**src/common/bbtc_defs.svh**
```systemverilog
`ifndef BBTC_DEFS_SVH
`define BBTC_DEFS_SVH

// Register byte offsets
`define BBTC_CTRL_OFS      8'h00
`define BBTC_CMD_OFS       8'h04
`define BBTC_SRC0_OFS      8'h08
`define BBTC_SRC1_OFS      8'h0C
`define BBTC_PTR_OFS       8'h10
`define BBTC_RES0_OFS      8'h14
`define BBTC_RES1_OFS      8'h18
`define BBTC_FLAGS_OFS     8'h1C
`define BBTC_IRQ_STAT_OFS  8'h20
`define BBTC_IRQ_MASK_OFS  8'h24

// CMD register start bit
`define BBTC_CMD_GO_BIT    0

// Flag bit positions
`define BBTC_FLG_ERR_BIT   0
`define BBTC_FLG_ZERO_BIT  1
`define BBTC_FLG_NEG_BIT   2

// Interrupt bit positions
`define BBTC_IRQ_DONE_BIT  0
`define BBTC_IRQ_ERR_BIT   1

// Reset values
`define BBTC_WORD_RST      16'h0000
`define BBTC_IRQ_RST       2'h0

// Conversion limits and time scale factors
`define BBTC_BCD16_MAX     16'h270F
`define BBTC_BCD32_MAX     32'h05F5E0FF
`define BBTC_SEXA_MAX      8'h59
`define BBTC_SEC_PER_HOUR  32'h00000E10
`define BBTC_SEC_PER_MIN   32'h0000003C

`endif

```
**src/common/bbtc_pkg.sv**
```systemverilog
`default_nettype none

package bbtc_pkg;

   // Conversion selection
   typedef enum logic [1:0] {
      BBTC_OP_WORD_BIN_TO_DEC,
      BBTC_OP_DWORD_DEC_TO_BIN,
      BBTC_OP_DWORD_BIN_TO_DEC,
      BBTC_OP_TIME_TO_SEC
   } bbtc_op_t;

   // Control register layout, bit 6 downward
   typedef struct packed {
      logic     ind_range_err;
      logic     ind_en;
      logic     res_cross;
      logic     src_cross;
      logic     exec_cond;
      bbtc_op_t op;
   } bbtc_ctrl_t;

   // Condition flags
   typedef struct packed {
      logic neg;
      logic zero;
      logic error;
   } bbtc_flags_t;

   // Result word pair
   typedef struct packed {
      logic [15:0] hi;
      logic [15:0] lo;
   } bbtc_dword_t;

endpackage

`default_nettype wire

```
**src/rtl/bbtc_converter.sv**
```systemverilog
`timescale 1ns/1ps
`include "bbtc_defs.svh"
`default_nettype none

module bbtc_converter
   import bbtc_pkg::*;
(
   input  wire logic        clk_i,
   input  wire logic        rstn_i,
   input  wire logic        psel_i,
   input  wire logic        penable_i,
   input  wire logic        pwrite_i,
   input  wire logic [7:0]  paddr_i,
   input  wire logic [31:0] pwdata_i,
   input  wire logic [3:0]  pstrb_i,
   output logic      [31:0] prdata_o,
   output logic             pready_o,
   output logic             pslverr_o,
   output logic             irq_o
);

   // Register state
   bbtc_ctrl_t  ctrl_ff;
   bbtc_ctrl_t  nxt_ctrl;
   logic [15:0] src0_ff;
   logic [15:0] nxt_src0;
   logic [15:0] src1_ff;
   logic [15:0] nxt_src1;
   logic [15:0] ptr_ff;
   logic [15:0] nxt_ptr;
   bbtc_dword_t res_ff;
   bbtc_dword_t nxt_res;
   bbtc_flags_t flags_ff;
   bbtc_flags_t nxt_flags;
   logic [1:0]  irq_stat_ff;
   logic [1:0]  nxt_irq_stat;
   logic [1:0]  irq_mask_ff;
   logic [1:0]  nxt_irq_mask;
   logic [31:0] prdata_ff;
   logic [31:0] nxt_prdata;
   logic [1:0]  rd_stat_ff;
   logic [1:0]  nxt_rd_stat;

   // Bus decode and datapath nets
   logic        setup_phase;
   logic        access_wr;
   logic        access_rd;
   logic        addr_hit;
   logic        go;
   logic [31:0] rd_mux;
   logic [31:0] src_pair;
   logic        src0_dec;
   logic        src1_dec;
   logic        ptr_dec;
   logic        ind_err;
   logic [31:0] conv_val;
   logic        conv_err;
   logic        conv_skip;
   logic [31:0] sec_total;

   // True when all four nibbles hold decimal digits
   function automatic logic is_dec16(input logic [15:0] w);
      logic ok;
      ok = 1'b1;
      for (int i = 0; i < 4; i++) begin
         if (w[i*4 +: 4] > 4'h9) begin
            ok = 1'b0;
         end
      end
      return ok;
   endfunction

   // Packed decimal digits to binary, most significant digit first
   function automatic logic [31:0] dec_to_bin(input logic [31:0] d);
      logic [31:0] acc;
      acc = 32'h00000000;
      for (int i = 7; i >= 0; i--) begin
         acc = 32'(acc * 32'h0000000A) + {28'h0000000, d[i*4 +: 4]};
      end
      return acc;
   endfunction

   // Binary to eight packed digits by shift and add three
   function automatic logic [31:0] bin_to_dec(input logic [31:0] b);
      logic [63:0] sh;
      sh = {32'h00000000, b};
      for (int i = 0; i < 32; i++) begin
         for (int j = 0; j < 8; j++) begin
            if (sh[32 + j*4 +: 4] > 4'h4) begin
               sh[32 + j*4 +: 4] = sh[32 + j*4 +: 4] + 4'h3;
            end
         end
         sh = {sh[62:0], 1'b0};
      end
      return sh[63:32];
   endfunction

   // APB phase decode; the slave answers with no wait states
   assign setup_phase = psel_i && !penable_i;
   assign access_wr   = psel_i && penable_i && pwrite_i;
   assign access_rd   = psel_i && penable_i && !pwrite_i;
   assign pready_o    = 1'b1;
   assign pslverr_o   = psel_i && penable_i && !addr_hit;
   assign prdata_o    = prdata_ff;
   assign go          = access_wr && (paddr_i == `BBTC_CMD_OFS) && pstrb_i[0] && pwdata_i[`BBTC_CMD_GO_BIT];

   // Address map check
   always_comb begin
      case (paddr_i)
         `BBTC_CTRL_OFS, `BBTC_CMD_OFS, `BBTC_SRC0_OFS, `BBTC_SRC1_OFS, `BBTC_PTR_OFS,
         `BBTC_RES0_OFS, `BBTC_RES1_OFS, `BBTC_FLAGS_OFS, `BBTC_IRQ_STAT_OFS,
         `BBTC_IRQ_MASK_OFS: addr_hit = 1'b1;
         default: addr_hit = 1'b0;
      endcase
   end

   // Read data selection, unmapped reads give zero
   always_comb begin
      case (paddr_i)
         `BBTC_CTRL_OFS:     rd_mux = {25'h0000000, ctrl_ff};
         `BBTC_SRC0_OFS:     rd_mux = {16'h0000, src0_ff};
         `BBTC_SRC1_OFS:     rd_mux = {16'h0000, src1_ff};
         `BBTC_PTR_OFS:      rd_mux = {16'h0000, ptr_ff};
         `BBTC_RES0_OFS:     rd_mux = {16'h0000, res_ff.lo};
         `BBTC_RES1_OFS:     rd_mux = {16'h0000, res_ff.hi};
         `BBTC_FLAGS_OFS:    rd_mux = {29'h00000000, flags_ff};
         `BBTC_IRQ_STAT_OFS: rd_mux = {30'h00000000, irq_stat_ff};
         `BBTC_IRQ_MASK_OFS: rd_mux = {30'h00000000, irq_mask_ff};
         default:            rd_mux = 32'h00000000;
      endcase
   end

   // Source checks shared by the conversions
   assign src_pair = {src1_ff, src0_ff};
   assign src0_dec = is_dec16(src0_ff);
   assign src1_dec = is_dec16(src1_ff);
   assign ptr_dec  = is_dec16(ptr_ff);
   assign ind_err  = ctrl_ff.ind_en && (!ptr_dec || ctrl_ff.ind_range_err);

   // Hours times 3600 plus minutes times 60 plus seconds
   always_comb begin
      sec_total = 32'(dec_to_bin({16'h0000, src1_ff}) * `BBTC_SEC_PER_HOUR)
                + 32'(dec_to_bin({24'h000000, src0_ff[15:8]}) * `BBTC_SEC_PER_MIN)
                + dec_to_bin({24'h000000, src0_ff[7:0]});
   end

   // Conversion result, error and skip per selected operation
   always_comb begin
      conv_val  = 32'h00000000;
      conv_err  = ind_err;
      conv_skip = 1'b0;
      case (ctrl_ff.op)
         BBTC_OP_WORD_BIN_TO_DEC: begin
            conv_val = bin_to_dec({16'h0000, src0_ff});
            if (src0_ff > `BBTC_BCD16_MAX) begin
               conv_err  = 1'b1;
               conv_skip = 1'b1;
            end
         end
         BBTC_OP_DWORD_DEC_TO_BIN: begin
            conv_val = dec_to_bin(src_pair);
            if (!src0_dec || !src1_dec) begin
               conv_err = 1'b1;
            end
         end
         BBTC_OP_DWORD_BIN_TO_DEC: begin
            conv_val = bin_to_dec(src_pair);
            if (src_pair > `BBTC_BCD32_MAX) begin
               conv_err  = 1'b1;
               conv_skip = 1'b1;
            end
         end
         BBTC_OP_TIME_TO_SEC: begin
            conv_val = bin_to_dec(sec_total);
            if (!src0_dec || !src1_dec) begin
               conv_err = 1'b1;
            end
            if (src0_ff[7:0] > `BBTC_SEXA_MAX || src0_ff[15:8] > `BBTC_SEXA_MAX) begin
               conv_err = 1'b1;
            end
            if (ctrl_ff.src_cross || ctrl_ff.res_cross) begin
               conv_err = 1'b1;
            end
         end
         default: begin
            conv_err = 1'b1;
         end
      endcase
   end

   // Register writes and conversion execution
   always_comb begin
      nxt_ctrl     = ctrl_ff;
      nxt_src0     = src0_ff;
      nxt_src1     = src1_ff;
      nxt_ptr      = ptr_ff;
      nxt_res      = res_ff;
      nxt_flags    = flags_ff;
      nxt_irq_mask = irq_mask_ff;
      if (access_wr) begin
         case (paddr_i)
            `BBTC_CTRL_OFS: begin
               if (pstrb_i[0]) begin
                  nxt_ctrl = bbtc_ctrl_t'(pwdata_i[6:0]);
               end
            end
            `BBTC_SRC0_OFS: begin
               if (pstrb_i[0]) nxt_src0[7:0]  = pwdata_i[7:0];
               if (pstrb_i[1]) nxt_src0[15:8] = pwdata_i[15:8];
            end
            `BBTC_SRC1_OFS: begin
               if (pstrb_i[0]) nxt_src1[7:0]  = pwdata_i[7:0];
               if (pstrb_i[1]) nxt_src1[15:8] = pwdata_i[15:8];
            end
            `BBTC_PTR_OFS: begin
               if (pstrb_i[0]) nxt_ptr[7:0]  = pwdata_i[7:0];
               if (pstrb_i[1]) nxt_ptr[15:8] = pwdata_i[15:8];
            end
            `BBTC_RES0_OFS: begin
               if (pstrb_i[0]) nxt_res.lo[7:0]  = pwdata_i[7:0];
               if (pstrb_i[1]) nxt_res.lo[15:8] = pwdata_i[15:8];
            end
            `BBTC_RES1_OFS: begin
               if (pstrb_i[0]) nxt_res.hi[7:0]  = pwdata_i[7:0];
               if (pstrb_i[1]) nxt_res.hi[15:8] = pwdata_i[15:8];
            end
            `BBTC_IRQ_MASK_OFS: begin
               if (pstrb_i[0]) begin
                  nxt_irq_mask = pwdata_i[1:0];
               end
            end
            default: begin
               nxt_ctrl = ctrl_ff;
            end
         endcase
      end
      // Execution uses control and sources as they stood before this write
      if (go && ctrl_ff.exec_cond) begin
         nxt_flags.error = conv_err;
         nxt_flags.zero  = !conv_err && (conv_val == 32'h00000000);
         if (ctrl_ff.op == BBTC_OP_DWORD_DEC_TO_BIN) begin
            nxt_flags.neg = 1'b0;
         end
         if (!conv_err && !conv_skip) begin
            nxt_res.lo = conv_val[15:0];
            if (ctrl_ff.op != BBTC_OP_WORD_BIN_TO_DEC) begin
               nxt_res.hi = conv_val[31:16];
            end
         end
      end
   end

   // Read capture in setup, sticky events with read clear
   always_comb begin
      nxt_prdata   = prdata_ff;
      nxt_rd_stat  = 2'h0;
      nxt_irq_stat = irq_stat_ff;
      if (setup_phase && !pwrite_i) begin
         nxt_prdata  = rd_mux;
         nxt_rd_stat = (paddr_i == `BBTC_IRQ_STAT_OFS) ? irq_stat_ff : 2'h0;
      end
      // Only bits that were returned are cleared; new events win
      if (access_rd && paddr_i == `BBTC_IRQ_STAT_OFS) begin
         nxt_irq_stat = irq_stat_ff & ~rd_stat_ff;
      end
      if (go && ctrl_ff.exec_cond) begin
         nxt_irq_stat[`BBTC_IRQ_DONE_BIT] = 1'b1;
         if (conv_err) begin
            nxt_irq_stat[`BBTC_IRQ_ERR_BIT] = 1'b1;
         end
      end
   end

   // Level interrupt from unmasked status bits
   assign irq_o = |(irq_stat_ff & irq_mask_ff);

   // State registers
   always_ff @(posedge clk_i) begin
      if (!rstn_i) begin
         ctrl_ff     <= '0;
         src0_ff     <= `BBTC_WORD_RST;
         src1_ff     <= `BBTC_WORD_RST;
         ptr_ff      <= `BBTC_WORD_RST;
         res_ff      <= '0;
         flags_ff    <= '0;
         irq_stat_ff <= `BBTC_IRQ_RST;
         irq_mask_ff <= `BBTC_IRQ_RST;
         prdata_ff   <= 32'h00000000;
         rd_stat_ff  <= 2'h0;
      end else begin
         ctrl_ff     <= nxt_ctrl;
         src0_ff     <= nxt_src0;
         src1_ff     <= nxt_src1;
         ptr_ff      <= nxt_ptr;
         res_ff      <= nxt_res;
         flags_ff    <= nxt_flags;
         irq_stat_ff <= nxt_irq_stat;
         irq_mask_ff <= nxt_irq_mask;
         prdata_ff   <= nxt_prdata;
         rd_stat_ff  <= nxt_rd_stat;
      end
   end

endmodule // bbtc_converter

`default_nettype wire

```
**config.mk**
```make
export PLATFORM = sky130hd
export DESIGN_NAME = bbtc_converter
export DESIGN_NICKNAME = d
export VERILOG_FILES = /design/src/common/bbtc_pkg.sv /design/src/rtl/bbtc_converter.sv
export VERILOG_INCLUDE_DIRS = /design/src /design/src/common
export SDC_FILE = /design/constraint.sdc
export NUM_CORES = 2
export LEC_CHECK = 0
export ABC_AREA = 1
export BUFFER_PORTS_ARGS = -buffer_cell sky130_fd_sc_hd__clkbuf_2
export CAP_MARGIN = 30
export CORE_ASPECT_RATIO = 1.4
export CORE_MARGIN = 1
export CORE_UTILIZATION = 35
export CTS_CLUSTER_SIZE = 40
export DETAILED_ROUTE_END_ITERATION = 12
export MAX_ROUTING_LAYER = met4
export PLACE_DENSITY = 0.57
export SYNTH_ARGS = -nofsm -noshare
export SYNTH_HDL_FRONTEND = slang
export SYNTH_SLANG_ARGS = --single-unit
```
**constraint.sdc**
```tcl
create_clock -name clk_i -period 35.6 [get_ports clk_i]
set_input_delay 1.78 -clock clk_i [delete_from_list [all_inputs] [get_ports clk_i]]
set_output_delay 1.78 -clock clk_i [all_outputs]
set_load 0.005 [all_outputs]
```
==> impl_metrics.csv <==
group,metric,value,unit
run_status,status,"finished with violations",
run_status,violations,"DRC",
min_path,hold_class,"flop to flop",
cells_and_area,n_fill_cell,22500,
floorplan,die_h,535,µm
placed_design,hpwl,151,mm
critical_path,rrSetupSlack,5.19,ns
clock_tree,post_cts_resized,0,
global_routing,first_global_vias,63800,
synthesis,syn_inst,11400,
clock_tree,clk_latency,0.36,ns
job,maxCapViolCount,0,
clock_tree,cts-root-buf,"clkbuf_16",
cells_and_area,diodes,0,
cells_and_area,multi_input_area,0.0610,mm²
critical_path,setup.worst_path.start_class,"flop",
critical_path,worstPathRequired,35.88,ns
timing,rsz0062_at_grt,"no",
critical_path,setup.worst_path.class,"flop to flop",
timing,fin_crit,30.41,ns
global_routing,grt_first_pass_wirelength,293,mm
route,dr.first_iter.drc_count,2809,
route,vias,67600,
clock_tree,cts_hold_buf,0,
global_routing,antenna_found_initial,0,
synthesis,synth-edff-count,0,
clock_tree,clk_pin_slew_worst_paths,0.08,ns
clock_tree,cts_tree,"done",
critical_path,cp.arrival,30.69,ns
global_routing,grt.total_usage,17.0,%
clock_tree,postCtsSetupBuffers,0,
timing,max_slew_margin,27.3,%
cells_and_area,drive_gt1_share,17.3,%
synthesis,yosysUniqueCellTypes,93,
floorplan,start_util,35.2,%
synthesis,synthTopCellsByCount,"nand2_1 (2937), inv_1 (1686), nand3_1 (1071)",
clock_tree,htreeDepth,3,
route,drc,3,
placed_design,portBuffers,48,
timing,tns,0,ns
cells_and_area,register_area,0.00222,mm²
synthesis,synth_seq_cells,111,
floorplan,dieArea,0.205,mm²
critical_path,worst_path_largest_cell_delay,0.76,ns
route,avgViaCountPerCell,4.78,
critical_path,cpMostUsedCell,"nand2_1",
timing,setup_viol,0,
synthesis,ys_warn_count,0,
route,routed_wl,172,mm
synthesis,ys_seq_area_share,3.13,%
synthesis,yosys.cell_count.top_type,"nand2_1",
critical_path,crit_slowest_cell,"xnor2_1",
floorplan,num_rows,195,
floorplan,ios,84,
cells_and_area,syn_to_final_growth,5.34,%
timing,fin_worst_skew,0.0136,ns
clock_tree,clock_sinks,111,
clock_tree,numCtsBuffers,9,
route,dr.pass1.iters,10,
critical_path,cp_max_fo,8,
synthesis,netlist_top_cells_area,"nand2_1 (16%), ha_1 (15%), inv_1 (8.9%)",
placed_design,routabilityCongestion,0.941,
synthesis,synthArstFlopShare,0,%
timing,hold_ws,0.471,ns
synthesis,synth-main-ff-cell,"dfxtp_1",
synthesis,syn_avg_cell_area,6.21,µm²
global_routing,grt_start_max_net_pins,71,
route,drtAntennaViolNets,0,
floorplan,die_w,382,µm
timing,hold_viol,0,
placed_design,place_area,0.0744,mm²
cells_and_area,fin_area,0.0747,mm²
synthesis,netlist.top_cell.by_area,"nand2_1",
floorplan,coreArea,0.202,mm²
clock_tree,ctsLongestPathBuffers,2,
timing,worstMarginPinSlew,1.08,ns
route,wl_per_cell,12.2,µm
synthesis,synth_top_cell_area_share,15.5,%
global_routing,grt-ovfl-total,0,
timing,fmax,0.0329,GHz
cells_and_area,final_nets,12400,
timing,finalMaxSlewViolations,0,
synthesis,syn_area,0.0709,mm²
timing,finalCritPeriodShare,85.4,%
critical_path,critPathCaptureType,"flop",
==> final timing paths <==
check | startpoint | endpoint | cells after the start
worst min-delay path | prdata_o[13] | prdata_o[13] | 2
worst max register to register | src1_ff[15] | flags_ff[1] | 230
worst min register to register | prdata_o[13] | prdata_o[13] | 2
worst max-delay path | src1_ff[15] | flags_ff[1] | 230
==> cell families after synthesis <==
group	Yosys count	share of synthesized area [%]
compound gates	1258	10.4
xor+xnor	619	7.65
fa+ha+maj	918	16.8
buf+inv	1957	11.0
flops	111	3.13
mux	9	0.131
other cells	2	0.0106
simple gates	6555	50.9
==> layout by cell type, fill, tap and decap left out, drive strengths merged, types with 24 or more instances in the layout <==
cell	n
o211ai	48
inv	1859
buf	27
nand3b	90
a21oi	410
xor2	473
xnor2	146
o21bai	33
a21o	24
clkinv	31
fa	62
nand2	4115
nand3	1333
nor2	631
o21a	26
ha	855
conb	30
nand4	152
clkbuf	59
nor3	60
or2	132
dfxtp	111
o21ai	585
==> per-layer routing <==
layer | vias to the layer above | wire length [µm] | GRT usage (%)
met5 | - | 0 | -
met4 | 0 | 4650 | 4.10
met3 | 182 | 2860 | 0.498
met2 | 598 | 90100 | 33.0
met1 | 30100 | 74800 | 18.9
li1 | 36700 | - | -
==> through the flow <==
stage,instances,worst slack (ns),utilization [%]
floorplan,11500,9.24,-
global placement,14100,5.23,36.9
detailed placement,14100,5.21,36.9
CTS,14100,5.05,37.1
global route,14100,1.54,37.1
finish,14100,5.19,37.1
==> layout make-up <==
class | count | area share [%]
inverter | 1892 | 9.89
clock buffer | 11 | 0.325
timing repair buffer | 75 | 0.610
tap | 2659 | 4.45
multi-input combinational | 9389 | 81.7
sequential | 111 | 2.97
clock inverter | 5 | 0.0519
==> critical path: cells and delay by family (launching register included) <==
family,cells,cell delay [ns]
adder cells (fa/ha/maj),38,8.84
AO/OA/AOI/OAI,12,2.62
buffers and inverters,44,2.69
flip-flops,1,0.50
XOR/XNOR,9,2.46
AND/OR/NAND/NOR,127,13.16
==> state kept, by name (all words and copies together) (netlist names) <==
name / flops
ctrl_ff: 7
flags_ff: 2
irq_mask_ff: 2
irq_stat_ff: 2
prdata_o: 16
ptr_ff: 16
rd_stat_ff: 2
res_ff: 32
src0_ff: 16
src1_ff: 16
Power is left out: the tool's default activity adds up to more than one toggle a clock period on the data nets, which glitch-free logic cannot reach.
